==> src/rps_pkg.sv <==
// constants shared by the receive lane and frame status block
// assumes a single receive clock at 25 MHz and a plain register port
package rps_pkg;

	// ---------------------------------------------------------------
	// lane and frame geometry
	// ---------------------------------------------------------------
	localparam int NUM_LANES = 20;
	localparam int LANE_ID_W = 5;
	localparam int SLOTS     = 4;
	localparam int CNT_W     = 4;
	localparam int CRC_W     = 32;
	localparam int BIP_W     = 8;
	localparam int MAXLEN_W  = 15;
	localparam int BYTES_W   = 7;
	localparam int LEN_W     = 16;

	// ---------------------------------------------------------------
	// register port
	// ---------------------------------------------------------------
	localparam int ADDR_W = 8;
	localparam int DATA_W = 32;
	localparam logic [ADDR_W-1:0] OFS_MAX_LEN    = 8'h00;
	localparam logic [ADDR_W-1:0] OFS_LIVE       = 8'h04;
	localparam logic [ADDR_W-1:0] OFS_IRQ_STATUS = 8'h08;
	localparam logic [ADDR_W-1:0] OFS_IRQ_MASK   = 8'h0c;
	localparam logic [ADDR_W-1:0] OFS_BER_COUNT  = 8'h10;
	localparam logic [MAXLEN_W-1:0] MAX_LEN_RST  = 15'h2580;

	// live status bit positions
	localparam int LIVE_HI_BER  = 0;
	localparam int LIVE_INT_LF  = 1;
	localparam int LIVE_RCV_LF  = 2;
	localparam int LIVE_ALIGNED = 3;
	localparam int LIVE_W       = 4;

	// interrupt status and mask bit positions
	localparam int IRQ_CRC     = 0;
	localparam int IRQ_INV_CRC = 1;
	localparam int IRQ_TRUNC   = 2;
	localparam int IRQ_BIP     = 3;
	localparam int IRQ_HI_BER  = 4;
	localparam int IRQ_INT_LF  = 5;
	localparam int IRQ_RCV_LF  = 6;
	localparam int IRQ_W       = 7;
	localparam logic [IRQ_W-1:0] IRQ_MASK_RST = 7'h00;

	// ---------------------------------------------------------------
	// timing
	// ---------------------------------------------------------------
	localparam int CLK_PERIOD_NS  = 40;
	localparam int BER_WINDOW_NS  = 125000;
	localparam int BER_WIN_CYC    = BER_WINDOW_NS / CLK_PERIOD_NS;
	localparam int BER_WIN_W      = 12;
	localparam int BER_CNT_W      = 7;
	localparam logic [BER_CNT_W-1:0] BER_THRESHOLD = 7'h61;
	localparam logic [BER_WIN_W-1:0] BER_WIN_LAST  = BER_WIN_W'(BER_WIN_CYC - 1);

	// local fault sequence monitor
	localparam int LF_SEQ_W = 3;
	localparam int LF_COL_W = 7;
	localparam logic [LF_SEQ_W-1:0] LF_SEQ_TRIGGER = 3'h4;
	localparam logic [LF_COL_W-1:0] LF_COL_LAST    = 7'h7f;

	// fault monitor states, gray along idle, counting, fault
	typedef enum logic [1:0] {
		RPS_LF_IDLE  = 2'h0,
		RPS_LF_COUNT = 2'h1,
		RPS_LF_FAULT = 2'h3
	} rps_lf_state_t;

endpackage

==> src/rps_fault_mon.sv <==
// received local fault monitor on the column stream
// assumes column qualifiers arrive on the receive clock
`timescale 1ns/1ps

module rps_fault_mon import rps_pkg::*; (
	// clock and reset
	input  wire logic clk_in,
	input  wire logic rst_n_in,
	// column stream
	input  wire logic col_valid_in,
	input  wire logic col_lf_in,
	// fault level
	output logic      fault_out
);

	rps_lf_state_t         state_r, state_nxt;
	logic [LF_SEQ_W-1:0]   seq_r, seq_nxt;
	logic [LF_COL_W-1:0]   col_r, col_nxt;
	logic                  fault_r;

	// ---------------------------------------------------------------
	// sequence counting
	// ---------------------------------------------------------------
	// fault after enough fault columns, clear after a quiet window
	always_comb begin
		state_nxt = state_r;
		seq_nxt   = seq_r;
		col_nxt   = col_r;
		if (col_valid_in) begin
			case (state_r)
				RPS_LF_IDLE: begin
					if (col_lf_in) begin
						seq_nxt   = LF_SEQ_W'(1);
						col_nxt   = '0;
						state_nxt = RPS_LF_COUNT;
					end
				end
				RPS_LF_COUNT: begin
					if (col_lf_in) begin
						seq_nxt = seq_r + LF_SEQ_W'(1);
						col_nxt = '0;
						if (seq_nxt >= LF_SEQ_TRIGGER) begin
							state_nxt = RPS_LF_FAULT;
						end
					end else if (col_r == LF_COL_LAST) begin
						seq_nxt   = '0;
						state_nxt = RPS_LF_IDLE;
					end else begin
						col_nxt = col_r + LF_COL_W'(1);
					end
				end
				RPS_LF_FAULT: begin
					if (col_lf_in) begin
						col_nxt = '0;
					end else if (col_r == LF_COL_LAST) begin
						seq_nxt   = '0;
						state_nxt = RPS_LF_IDLE;
					end else begin
						col_nxt = col_r + LF_COL_W'(1);
					end
				end
				default: begin
					seq_nxt   = '0;
					col_nxt   = '0;
					state_nxt = RPS_LF_IDLE;
				end
			endcase
		end
	end

	// state registers
	always_ff @(posedge clk_in or negedge rst_n_in) begin
		if (!rst_n_in) begin
			state_r <= RPS_LF_IDLE;
			seq_r   <= '0;
			col_r   <= '0;
			fault_r <= 1'b0;
		end else begin
			state_r <= state_nxt;
			seq_r   <= seq_nxt;
			col_r   <= col_nxt;
			fault_r <= (state_nxt == RPS_LF_FAULT);
		end
	end

	assign fault_out = fault_r;

endmodule

==> src/rps_rx_status.sv <==
// receive lane map, frame error, bip, error rate and fault status
// assumes pcs inputs share the receive clock; test pattern enable is foreign
`timescale 1ns/1ps

// Behaviour
// - five-bit lane id per physical lane
// - id valid only while lane synchronised
// - marker-locked bit per demultiplexed pcs lane
// - per-cycle count of bad, non-inverted crcs
// - per-cycle count of inverted crcs
// - flag packet exceeding configured maximum length
// - frame error indicators pulse one cycle each
// - internal fault from pattern, alignment, error rate
// - received fault from partner fault sequence
// - bip8 error pulse per pcs lane
// - high error rate level at or above threshold
module rps_rx_status import rps_pkg::*; (
	// clock and reset
	input  wire logic                                CLK_IN,
	input  wire logic                                RST_N_IN,
	// register port
	input  wire logic [ADDR_W-1:0]                   REG_ADDR_IN,
	input  wire logic [DATA_W-1:0]                   REG_WDATA_IN,
	input  wire logic                                REG_WR_IN,
	input  wire logic                                REG_RD_IN,
	output logic      [DATA_W-1:0]                   REG_RDATA_OUT,
	output logic                                     IRQ_OUT,
	// lane markers per physical lane
	input  wire logic [NUM_LANES-1:0]                RX_LANE_SYNC_IN,
	input  wire logic [NUM_LANES-1:0]                MARKER_STB_IN,
	input  wire logic [NUM_LANES-1:0][LANE_ID_W-1:0] MARKER_ID_IN,
	output logic      [NUM_LANES-1:0][LANE_ID_W-1:0] RX_LANE_MAP_ID_OUT,
	output logic      [NUM_LANES-1:0]                RX_LANE_MARKER_LOCKED_OUT,
	// frame ends and length
	input  wire logic [SLOTS-1:0]                    EOP_SLOT_IN,
	input  wire logic [SLOTS-1:0][CRC_W-1:0]         CRC_CALC_IN,
	input  wire logic [SLOTS-1:0][CRC_W-1:0]         CRC_RCVD_IN,
	input  wire logic                                SOP_IN,
	input  wire logic [BYTES_W-1:0]                  BYTES_IN,
	output logic      [CNT_W-1:0]                    RX_CRC_ERROR_COUNT_OUT,
	output logic      [CNT_W-1:0]                    RX_INVERTED_CRC_COUNT_OUT,
	output logic                                     RX_TRUNCATED_OUT,
	// bip8 per pcs lane
	input  wire logic [NUM_LANES-1:0]                BIP_STB_IN,
	input  wire logic [NUM_LANES-1:0][BIP_W-1:0]     BIP_CALC_IN,
	input  wire logic [NUM_LANES-1:0][BIP_W-1:0]     BIP_RCVD_IN,
	output logic      [NUM_LANES-1:0]                RX_BIP_ERROR_OUT,
	// error rate and faults
	input  wire logic                                SH_VALID_IN,
	input  wire logic                                SH_ERROR_IN,
	input  wire logic                                ALIGNED_IN,
	input  wire logic                                TX_TEST_PATTERN_IN,
	input  wire logic                                COL_VALID_IN,
	input  wire logic                                COL_LOCAL_FAULT_IN,
	output logic                                     RX_ERROR_RATE_HIGH_OUT,
	output logic                                     RX_INTERNAL_FAULT_OUT,
	output logic                                     RX_RECEIVED_FAULT_OUT
);

	// ----------------
	// declarations
	// ----------------
	logic [NUM_LANES-1:0][LANE_ID_W-1:0] map_id_r;
	logic [NUM_LANES-1:0]                mapped_r;
	logic [NUM_LANES-1:0][NUM_LANES-1:0] lock_hit;
	logic [NUM_LANES-1:0]                lock_nxt;
	logic [NUM_LANES-1:0]                lock_r;
	logic [NUM_LANES-1:0]                bip_err;
	logic [NUM_LANES-1:0]                bip_r;
	logic [SLOTS-1:0]                    slot_bad;
	logic [SLOTS-1:0]                    slot_inv;
	logic [CNT_W-1:0]                    crc_cnt_r;
	logic [CNT_W-1:0]                    inv_cnt_r;
	logic [MAXLEN_W-1:0]                 max_len_r;
	logic                                in_pkt_r, in_pkt_nxt;
	logic                                trunc_done_r, trunc_done_nxt;
	logic [LEN_W-1:0]                    len_r, len_nxt;
	logic [LEN_W-1:0]                    len_base;
	logic                                trunc_hit;
	logic                                trunc_r;
	logic                                tpg_s1_r, tpg_s2_r, tpg_s3_r, tpg_r;
	logic [BER_WIN_W-1:0]                win_r, win_nxt;
	logic [BER_CNT_W-1:0]                ber_cnt_r, ber_cnt_nxt;
	logic [BER_CNT_W-1:0]                ber_last_r;
	logic                                win_end;
	logic                                hi_ber_r, hi_ber_nxt;
	logic                                int_lf_r, int_lf_nxt;
	logic                                rcv_lf;
	logic                                rcv_lf_d_r;
	logic [IRQ_W-1:0]                    irq_set;
	logic [IRQ_W-1:0]                    irq_st_r, irq_st_nxt;
	logic [IRQ_W-1:0]                    irq_mask_r;
	logic                                irq_r;
	logic [DATA_W-1:0]                   rdata_r, rdata_nxt;
	logic                                wr_max_len, wr_mask, rd_status;
	logic [LIVE_W-1:0]                   live;

	// count set bits of a slot vector
	function automatic logic [CNT_W-1:0] pop_slots(input logic [SLOTS-1:0] v);
		logic [CNT_W-1:0] n;
		n = '0;
		for (int i = 0; i < SLOTS; i++) begin
			n = n + CNT_W'(v[i]);
		end
		return n;
	endfunction

	// ----------------
	// per physical lane mapping and per pcs lane checks
	// ----------------
	genvar g, h;
	generate
		for (g = 0; g < NUM_LANES; g++) begin : g_lane
			// capture lane id on a marker while synchronised
			always_ff @(posedge CLK_IN or negedge RST_N_IN) begin
				if (!RST_N_IN) begin
					map_id_r[g] <= '0;
					mapped_r[g] <= 1'b0;
				end else if (!RX_LANE_SYNC_IN[g]) begin
					mapped_r[g] <= 1'b0;
				end else if (MARKER_STB_IN[g]) begin
					map_id_r[g] <= MARKER_ID_IN[g];
					mapped_r[g] <= 1'b1;
				end
			end
			// physical lanes claiming pcs lane g
			for (h = 0; h < NUM_LANES; h++) begin : g_hit
				assign lock_hit[g][h] = mapped_r[h] && RX_LANE_SYNC_IN[h]
					&& (map_id_r[h] == LANE_ID_W'(g));
			end
			assign lock_nxt[g] = |lock_hit[g];
			// bip8 compare on each signature byte
			assign bip_err[g] = BIP_STB_IN[g] && (BIP_CALC_IN[g] != BIP_RCVD_IN[g]);
		end
		for (g = 0; g < SLOTS; g++) begin : g_slot
			// inverted crc is counted apart from a plain bad crc
			assign slot_inv[g] = EOP_SLOT_IN[g] && (CRC_RCVD_IN[g] == ~CRC_CALC_IN[g]);
			assign slot_bad[g] = EOP_SLOT_IN[g] && (CRC_RCVD_IN[g] != CRC_CALC_IN[g])
				&& !slot_inv[g];
		end
	endgenerate

	// lane lock and bip pulse registers
	always_ff @(posedge CLK_IN or negedge RST_N_IN) begin
		if (!RST_N_IN) begin
			lock_r <= '0;
			bip_r  <= '0;
		end else begin
			lock_r <= lock_nxt;
			bip_r  <= bip_err;
		end
	end

	// ----------------
	// crc counts
	// ----------------
	// per-cycle counts, zero when no frame ends
	always_ff @(posedge CLK_IN or negedge RST_N_IN) begin
		if (!RST_N_IN) begin
			crc_cnt_r <= '0;
			inv_cnt_r <= '0;
		end else begin
			crc_cnt_r <= pop_slots(slot_bad);
			inv_cnt_r <= pop_slots(slot_inv);
		end
	end

	// ----------------
	// length limit
	// ----------------
	// a start restarts the count, any frame end closes the packet
	assign len_base       = SOP_IN ? '0 : len_r;
	assign len_nxt        = (len_base == '1) ? len_base : len_base + LEN_W'(BYTES_IN);
	assign in_pkt_nxt     = SOP_IN || (in_pkt_r && !(|EOP_SLOT_IN));
	assign trunc_hit      = (SOP_IN || in_pkt_r) && !(trunc_done_r && !SOP_IN)
		&& (len_nxt > LEN_W'(max_len_r));
	assign trunc_done_nxt = trunc_hit || (trunc_done_r && !SOP_IN);

	// one pulse per packet that runs over
	always_ff @(posedge CLK_IN or negedge RST_N_IN) begin
		if (!RST_N_IN) begin
			len_r        <= '0;
			in_pkt_r     <= 1'b0;
			trunc_done_r <= 1'b0;
			trunc_r      <= 1'b0;
		end else begin
			len_r        <= len_nxt;
			in_pkt_r     <= in_pkt_nxt;
			trunc_done_r <= trunc_done_nxt;
			trunc_r      <= trunc_hit;
		end
	end

	// ----------------
	// error rate monitor
	// ----------------
	// bad sync headers counted over a fixed window
	assign win_end     = (win_r == BER_WIN_LAST);
	assign win_nxt     = win_end ? '0 : win_r + BER_WIN_W'(1);
	always_comb begin
		ber_cnt_nxt = ber_cnt_r;
		if (SH_VALID_IN && SH_ERROR_IN && (ber_cnt_r != '1)) begin
			ber_cnt_nxt = ber_cnt_r + BER_CNT_W'(1);
		end
		if (win_end) begin
			ber_cnt_nxt = '0;
		end
	end
	// raise at threshold, re-judge at each window end
	assign hi_ber_nxt = win_end ? (ber_cnt_r >= BER_THRESHOLD)
		: (hi_ber_r || (ber_cnt_nxt >= BER_THRESHOLD));

	always_ff @(posedge CLK_IN or negedge RST_N_IN) begin
		if (!RST_N_IN) begin
			win_r      <= '0;
			ber_cnt_r  <= '0;
			ber_last_r <= '0;
			hi_ber_r   <= 1'b0;
		end else begin
			win_r      <= win_nxt;
			ber_cnt_r  <= ber_cnt_nxt;
			ber_last_r <= win_end ? ber_cnt_r : ber_last_r;
			hi_ber_r   <= hi_ber_nxt;
		end
	end

	// ----------------
	// local faults
	// ----------------
	// test pattern enable comes from the transmit clock
	always_ff @(posedge CLK_IN or negedge RST_N_IN) begin
		if (!RST_N_IN) begin
			tpg_s1_r <= 1'b0;
			tpg_s2_r <= 1'b0;
			tpg_s3_r <= 1'b0;
			tpg_r    <= 1'b0;
		end else begin
			tpg_s1_r <= TX_TEST_PATTERN_IN;
			tpg_s2_r <= tpg_s1_r;
			tpg_s3_r <= tpg_s2_r;
			tpg_r    <= (tpg_s2_r == tpg_s3_r) ? tpg_s3_r : tpg_r;
		end
	end

	// internal fault holds while any cause lasts
	assign int_lf_nxt = tpg_r || !ALIGNED_IN || hi_ber_nxt;

	always_ff @(posedge CLK_IN or negedge RST_N_IN) begin
		if (!RST_N_IN) begin
			int_lf_r   <= 1'b0;
			rcv_lf_d_r <= 1'b0;
		end else begin
			int_lf_r   <= int_lf_nxt;
			rcv_lf_d_r <= rcv_lf;
		end
	end

	// partner fault sequence monitor
	rps_fault_mon u_fault_mon (
		.clk_in       (CLK_IN),
		.rst_n_in     (RST_N_IN),
		.col_valid_in (COL_VALID_IN),
		.col_lf_in    (COL_LOCAL_FAULT_IN),
		.fault_out    (rcv_lf)
	);

	// ----------------
	// register port and interrupt
	// ----------------
	assign wr_max_len = REG_WR_IN && (REG_ADDR_IN == OFS_MAX_LEN);
	assign wr_mask    = REG_WR_IN && (REG_ADDR_IN == OFS_IRQ_MASK);
	assign rd_status  = REG_RD_IN && (REG_ADDR_IN == OFS_IRQ_STATUS);

	// sticky event bits, rising edges for the levels
	assign irq_set[IRQ_CRC]     = |slot_bad;
	assign irq_set[IRQ_INV_CRC] = |slot_inv;
	assign irq_set[IRQ_TRUNC]   = trunc_hit;
	assign irq_set[IRQ_BIP]     = |bip_err;
	assign irq_set[IRQ_HI_BER]  = hi_ber_nxt && !hi_ber_r;
	assign irq_set[IRQ_INT_LF]  = int_lf_nxt && !int_lf_r;
	assign irq_set[IRQ_RCV_LF]  = rcv_lf && !rcv_lf_d_r;
	// a read clears, a same-cycle event still lands
	assign irq_st_nxt = (rd_status ? '0 : irq_st_r) | irq_set;

	// live status view
	assign live[LIVE_HI_BER]  = hi_ber_r;
	assign live[LIVE_INT_LF]  = int_lf_r;
	assign live[LIVE_RCV_LF]  = rcv_lf;
	assign live[LIVE_ALIGNED] = ALIGNED_IN;

	// read mux, unmapped reads give zero
	always_comb begin
		rdata_nxt = '0;
		if (REG_RD_IN) begin
			case (REG_ADDR_IN)
				OFS_MAX_LEN:    rdata_nxt = DATA_W'(max_len_r);
				OFS_LIVE:       rdata_nxt = DATA_W'(live);
				OFS_IRQ_STATUS: rdata_nxt = DATA_W'(irq_st_r);
				OFS_IRQ_MASK:   rdata_nxt = DATA_W'(irq_mask_r);
				OFS_BER_COUNT:  rdata_nxt = DATA_W'(ber_last_r);
				default:        rdata_nxt = '0;
			endcase
		end
	end

	always_ff @(posedge CLK_IN or negedge RST_N_IN) begin
		if (!RST_N_IN) begin
			max_len_r  <= MAX_LEN_RST;
			irq_mask_r <= IRQ_MASK_RST;
			irq_st_r   <= '0;
			irq_r      <= 1'b0;
			rdata_r    <= '0;
		end else begin
			max_len_r  <= wr_max_len ? REG_WDATA_IN[MAXLEN_W-1:0] : max_len_r;
			irq_mask_r <= wr_mask ? REG_WDATA_IN[IRQ_W-1:0] : irq_mask_r;
			irq_st_r   <= irq_st_nxt;
			irq_r      <= |(irq_st_nxt & irq_mask_r);
			rdata_r    <= rdata_nxt;
		end
	end

	// ----------------
	// outputs
	// ----------------
	assign REG_RDATA_OUT             = rdata_r;
	assign IRQ_OUT                   = irq_r;
	assign RX_LANE_MAP_ID_OUT        = map_id_r;
	assign RX_LANE_MARKER_LOCKED_OUT = lock_r;
	assign RX_CRC_ERROR_COUNT_OUT    = crc_cnt_r;
	assign RX_INVERTED_CRC_COUNT_OUT = inv_cnt_r;
	assign RX_TRUNCATED_OUT          = trunc_r;
	assign RX_BIP_ERROR_OUT          = bip_r;
	assign RX_ERROR_RATE_HIGH_OUT    = hi_ber_r;
	assign RX_INTERNAL_FAULT_OUT     = int_lf_r;
	assign RX_RECEIVED_FAULT_OUT     = rcv_lf;

endmodule

==> config.mk <==
export PLATFORM = sky130hd
export DESIGN_NAME = rps_rx_status
export DESIGN_NICKNAME = d
export VERILOG_FILES = /design/src/rps_pkg.sv /design/src/rps_fault_mon.sv /design/src/rps_rx_status.sv
export SDC_FILE = /design/constraint.sdc
export NUM_CORES = 1
export LEC_CHECK = 0
export ABC_AREA = 1
export BUFFER_PORTS_ARGS = -buffer_cell sky130_fd_sc_hd__buf_2
export CORE_AREA = 4 4 386 388
export DETAILED_ROUTE_END_ITERATION = 16
export DIE_AREA = 0 0 390 392
export GPL_TIMING_DRIVEN = 0
export HOLD_SLACK_MARGIN = 0.1
export SETUP_SLACK_MARGIN = 0.15
export SLEW_MARGIN = 10
export SYNTH_ARGS = -nofsm -noshare
export SYNTH_HDL_FRONTEND = slang
export SYNTH_HIERARCHICAL = 1
export SYNTH_SLANG_ARGS = --single-unit
==> constraint.sdc <==
create_clock -name CLK_IN -period 6.54 [get_ports CLK_IN]
set_input_delay 1.308 -clock CLK_IN [delete_from_list [all_inputs] [get_ports CLK_IN]]
set_output_delay 1.308 -clock CLK_IN [all_outputs]
set_load 0.05 [all_outputs]
Word level (Yosys, flattened, before mapping). Index checks and enable logic that the tools add are counted.

Register bits after elaboration: 295. Latch bits: 0. Word-level logic and storage cells: 1147. Memories kept: 0. Memory bits (read-only): 0. Bits in writable memories: 0. Output and inout port bits: 185. Bits of input ports: 798.

Multiply operators: 0. Order comparisons: 4. Divide/modulo/power cells: 0. Muxes and demuxes: 65. Add/subtract/negate cells: 11. Eq/ne operators: 443. Shifts and indexed selects: 0. Reductions and logical operators: 551. Bitwise logic cells: 6.

Operator list (count): $eq 5x4->1 const B (160); $logic_and 1x1->1 (464); $reduce_or 20->1 (21); $eq 5x3->1 const B (80); $eq 5x5->1 const B (80); $eq 5x2->1 const B (40); $ne 8x8->1 (20); $eq 32x32->1 (4); $ne 32x32->1 (4); $not 32->32 (4); $eq 5x1->1 const B (20); $logic_not 5->1 (20); $pmux 15 s5 (1); $mux 7 (6); $mux 1 (41); $ne 2x1->1 const B (20); $reduce_and 2->1 (20); $mux 16 (2); $add 16x7->16 (1); $eq 16x16->1 const B (1); $eq 8x4->1 const B (2); $gt 16x15->1 (1); $mux 15 (1); $add 7x1->7 const B (2); 33 further kinds (65).

Depth between registers and ports, before layout.
Depth in word-level cells: 12. Mapped depth: 34. Gate-level depth less buffers: 32.

Hierarchy. The synthesis kept the hierarchy.

By module, submodules not included: rps_rx_status (cells an instance 2682, area each 19278.5 sq um, seq. area each 6586.3 sq um, instances 1); rps_fault_mon (cells an instance 100, area each 797.0 sq um, seq. area each 325.3 sq um, instances 1).

Worst setup path before layout. Ideal clock, no wire load.

Path kind: in2reg. From: input SOP_IN. To: register irq_r (netlist: IRQ_OUT). Stages: 33. Path buffers: 2. Path slack: 2.363 ns. Required time: 6.415 ns. Setup time: 0.125 ns. Arrival: 4.052 ns. Path through: buf_6 > inv_6 > buf_6 > nand2_1 > nand2_1 > nand2_1 > inv_1 > ha_1 > inv_1 > nand2_1 > nand3_1 > nand3_1 > nand2_1 > or2_0 > a21oi_2 > nand2_2 > xor2_1 > ha_1 > nand2_1 > nor2_1 > and2_1 > nand2_1 > nand3_1 > nand2_1 > nand2_1 > nand2_1 > nand2_1 > nand2_1 > nand2_1 > nand2_2 > a21oi_1 > nor2_1 > nand3_1.

Cells in the longest elaborated chain, start to end: 8. Elaborated cells on any way between the ends: 14. Those cells by class: 1 x add/sub; 1 x order compare; 1 x eq/ne; 2 x mux; 2 x bitwise; 7 x reduce/logical.

Ends and longest elaborated chain: start, declared (RTL line rps_rx_status.sv:38) `input wire logic SOP_IN,`; $mux 16 * (RTL line rps_rx_status.sv:172) `assign len_base = SOP_IN ? '0 : len_r;`; $add 16x7->16 or $eq 16x16->1 (tied branches) (RTL line rps_rx_status.sv:173) `assign len_nxt = (len_base == '1) ? len_base : len_base + LEN_W'(BYTES_IN);`; $mux 16 * (RTL line rps_rx_status.sv:173); named net len_nxt[10] (RTL line rps_rx_status.sv:77) `logic [LEN_W-1:0] len_r, len_nxt;`; $gt 16x15->1 * (RTL line rps_rx_status.sv:176) `&& (len_nxt > LEN_W'(max_len_r));`; $logic_and 1x1->1 * (RTL line rps_rx_status.sv:176); $or 7x7->7 * (RTL line rps_rx_status.sv:283) `assign irq_st_nxt = (rd_status ? '0 : irq_st_r) | irq_set;`; $and 7x7->7 * (RTL line rps_rx_status.sv:317) `irq_r <= |(irq_st_nxt & irq_mask_r);`; $reduce_or 7->1 * (RTL line rps_rx_status.sv:317); end signal, assigned (RTL line rps_rx_status.sv:317); end, declared (RTL line rps_rx_status.sv:93) `logic irq_r;`.

The timed path passes the listed nets; every way through them passes the cells marked *. A chain may end at the register's enable or synchronous reset.

Final worst setup path. Ends and elaborated chain as after synthesis.

==> impl_metrics.py <==
metrics = {
    "status": {
        "status": "finished clean",
    },
    "hold_path": {
        "holdCritStartpoint": "tpg_s1_r",
        "worst_hold_path.num_cells": 0,
        "hp-class": "flip-flop to flip-flop",
        "hold_end": "tpg_s2_r",
    },
    "place": {
        "place_ws_ns": 1.68,
        "place_hpwl_mm": 109,
        "numPortBuffers": 944,
        "gpl.final_weighted_congestion": 0.983,
    },
    "power_and_ir_drop": {
        "net-switching-power_mw": 2.60,
        "power.combinational.fraction_pct": 33.2,
        "static-leakage-power_nw": 14.5,
        "vdd_drop_max_mv": 0.141,
        "power.density_cell_area_nw_per_um2": 225,
        "cell_internal_power_mw": 3.85,
        "netSwitchingFraction_pct": 40.3,
        "clk_pwr_share_pct": 33.7,
        "seq_power_share_pct": 33.1,
    },
    "sta": {
        "rsz0062_at_grt": "false",
        "report.final.hold_viol_count": 0,
        "setup_ws_ns": 2.25,
        "fin_worst_hold_slack_ns": 0.353,
        "fin_tns_setup_ns": 0,
        "report.final.slew_viol_count": 0,
        "worst-slew-pin-transition_ns": 1.24,
        "slew-limit-headroom_pct": 15.0,
        "setup_violations": 0,
        "fmax_mhz": 233,
        "period_share_pct": 65.5,
        "final_period_minus_worst_setup_slack_ns": 4.29,
        "clock-skew-final_ns": 0.0312,
    },
    "setup_path": {
        "start_kind": "primary input",
        "critical_path_buf_inv_count": 5,
        "r2r_setup_slack_ns": 2.94,
        "critical-path-top-cell-by-count": "sky130_fd_sc_hd__nand2_1",
        "required_time_of_the_worst_setup_path_ns": 6.95,
        "r2r.worst_path.cells": 29,
        "worstSetupEndpointType": "flip-flop",
        "crit_slowest_cell": "sky130_fd_sc_hd__ha_1",
        "regToRegEndpoint": "IRQ_OUT",
        "timing_worst_setup_path_type": "primary input to flip-flop",
        "timing.critical_path.max_delay_family": "simple AND/OR/NAND/NOR gates",
        "rr_startpoint": "len_r[0]",
        "crit_path_max_fanout": 10,
        "cp_data_arrival_time_ns": 4.69,
        "critPathMaxStageDelay_ns": 0.28,
    },
    "route": {
        "route.antenna.remaining_nets": 0,
        "detailed_router_s_first_iteration_violation_count": 1870,
        "routed_wirelength_mm": 122,
        "num_vias": 23600,
        "route.detailed.wl_per_inst_um": 21.3,
        "post_drt_via_cell_ratio": 4.11,
        "drc": 0,
        "drt_pre_antenna_iters": 6,
    },
    "synth": {
        "synth_ff_type": "sky130_fd_sc_hd__dfrtp_1",
        "fraction_of_synthesis_flops_using_an_asynchronous_set_or_reset_pin_pct": 100,
        "postSynthCellCount": 2782,
        "average_footprint_of_a_synthesized_cell_sq_um": 7.22,
        "synth.cell_area_sq_um": 20100,
        "synth_cell_types": 69,
        "ys_seq_area_share_pct": 34.4,
        "post_synth_edffs": 0,
        "yosys_register_bits": 276,
        "synth.yosys.warnings": 6,
    },
    "clock_network": {
        "cts_hold_repair.buffers": 0,
        "max-clock-path-buffers": 3,
        "clock_sink_count": 276,
        "cts_resized": 0,
        "clock_tree_from_tritoncts": "done",
        "cts-buffers-inserted": 38,
        "clk_pin_slew_worst_paths_ns": 0.06,
        "cts_setup_buffers": 0,
        "cts_root_buf": "sky130_fd_sc_hd__clkbuf_16",
        "worstSkewPairLatency_ns": 0.58,
        "ctsHtreeMaxLevel": 2,
    },
    "layout": {
        "fin_nets": 4622,
        "syn2layout_area_growth_pct": 43.2,
        "nFillCells": 16600,
        "layout-drive-gt1-share_pct": 30.2,
    },
    "floorplanning": {
        "rows": 140,
        "initial_core_util_pct": 13.8,
        "area_enclosed_by_the_die_boundary_sq_um": 153000,
        "die_width_um": 390,
        "i_o_pins": 983,
        "fp.dieH_um": 392,
        "core_area_sq_um": 145000,
    },
    "grt": {
        "grt_pass1_vias": 22700,
        "gr-total-overflow": 0,
        "top_usage_layer": "met2",
        "grt_pass1_wl_mm": 165,
        "grt_antenna_before_repair": 57,
        "grt.met1_usage_pct": 20.2,
        "grt_start_max_net_pins": 88,
        "grtUsageMet2_pct": 23.8,
        "grt_use_total_pct": 15.0,
        "grt_use_met3_pct": 4.21,
    },
    "flow_run": {
        "timing.max_cap.violations": 0,
    },
}
-- worst max path at each step --
stage | depth (start not counted) | slack [ns] | startpoint | endpoint
detailed placement | 33 | 1.68 | SOP_IN | IRQ_OUT
floorplan | 33 | 2.36 | SOP_IN | IRQ_OUT
global placement | 1 | -1.56 | RST_N_IN | RX_BIP_ERROR_OUT[16]
global route | 33 | 1.92 | SOP_IN | IRQ_OUT
CTS | 33 | 2.32 | SOP_IN | IRQ_OUT
finish | 33 | 2.25 | SOP_IN | IRQ_OUT
-- cell type report --
type                       count  area, sq um  area share (%)
inverter                     407         1540            5.35
sequential                   276         6910            24.0
multi-input combinational   2084        11500            40.0
clock inverter                16          208           0.723
buffer                        33          223           0.775
antenna                       12         30.0           0.104
clock buffer                  51         1100            3.83
timing repair buffer         950         4840            16.8
tap                         1917         2400            8.35
-- Yosys cell counts (all sizes together), types with 8 or more instances --
cell | n | area, sq um
a2111oi | 20 | 175
o21ai | 68 | 352
a211oi | 12 | 90.1
nor4 | 34 | 219
xnor2 | 120 | 1050
nand2 | 602 | 2310
mux2 | 47 | 529
o32ai | 9 | 78.8
inv | 406 | 1530
nand3 | 173 | 916
nor3 | 55 | 297
nor2 | 433 | 1650
clkbuf | 8 | 30.0
o22ai | 53 | 332
a21oi | 85 | 429
dfrtp | 272 | 6810
ha | 32 | 400
buf | 25 | 193
a221oi | 9 | 78.8
o2111ai | 19 | 166
nand4 | 60 | 375
a31oi | 10 | 62.6
xor2 | 149 | 1310
or2 | 23 | 146
-- worst register-to-register path: cells and delay by family (launching register included) --
| kind | cells | cell delay [ns] |
|---|---|---|
| fa+ha+maj | 3 | 0.62 |
| flops | 1 | 0.37 |
| xor+xnor | 1 | 0.24 |
| compound gates | 2 | 0.27 |
| buf+inv | 2 | 0.10 |
| simple gates | 21 | 1.86 |
-- placed cells by master (no fill, tap or decap), drive strengths merged, types with 20 or more instances in the layout --
cell type	instances
nor4	34
dfrtp	272
nor2	433
o21ai	68
or2	23
ha	32
nand2	602
a21oi	85
nor3	55
a2111oi	20
xor2	149
buf	974
nand3	173
o22ai	53
clkbuf	59
xnor2	120
mux2	47
nand4	60
inv	409
-- routing by layer --
layer  routed length (um)  part of all wire (%)
met5                  123                  0.10
met3                11000                   9.0
met4                 2920                   2.4
met1                53400                    44
met2                54800                    45
-- power groups by stage --
stage | combinational (mW) | sequential, mW | clock (mW)
3_3_place_gp | 2.11 | 2.16 | 0
2_1_floorplan | 0.829 | 2.50 | 0
3_5_place_dp | 2.13 | 2.16 | 0
6_report | 2.14 | 2.14 | 2.18
5_1_grt | 2.31 | 2.16 | 2.31
4_1_cts | 2.14 | 2.13 | 2.26
-- cell families (layout without fill, tap and decap cells) --
group	Yosys count	after routing	share of synthesized area, %
mux	47	47	2.64
simple gates	1390	1390	29.7
other cells	1	31	0.0187
xor+xnor	269	269	11.7
buf+inv	440	1457	8.77
compound gates	324	324	10.4
flops	276	276	34.4
fa+ha+maj	35	35	2.24
-- per-stage QoR --
| stage | area [sq um] | total power, mW | utilization, % | instances |
|---|---|---|---|---|
| 2_1_floorplan | 20100 | 3.33 | - | 2800 |
| 3_3_place_gp | 27300 | 4.27 | 18.8 | 5661 |
| 3_5_place_dp | 27400 | 4.29 | 18.8 | 5667 |
| 4_1_cts | 28700 | 6.53 | 19.7 | 5734 |
| 5_1_grt | 28700 | 6.77 | 19.8 | 5738 |
| 6_report | 28700 | 6.45 | 19.8 | 5746 |
-- registers in the layout (all words and copies together), names as in the netlist, 2 cells and up --
signal / cells
RX_LANE_MAP_ID_OUT: 100
RX_BIP_ERROR_OUT: 20
RX_LANE_MARKER_LOCKED_OUT: 20
mapped_r: 20
len_r: 16
REG_RDATA_OUT: 15
max_len_r: 15
win_r: 12
ber_cnt_r: 7
ber_last_r: 7
irq_mask_r: 7
irq_st_r: 7
u_fault_mon/col_r: 7
RX_CRC_ERROR_COUNT_OUT: 3
RX_INVERTED_CRC_COUNT_OUT: 3
u_fault_mon/seq_r: 3
u_fault_mon/state_r: 2
(Power assumes the default switching activity.)
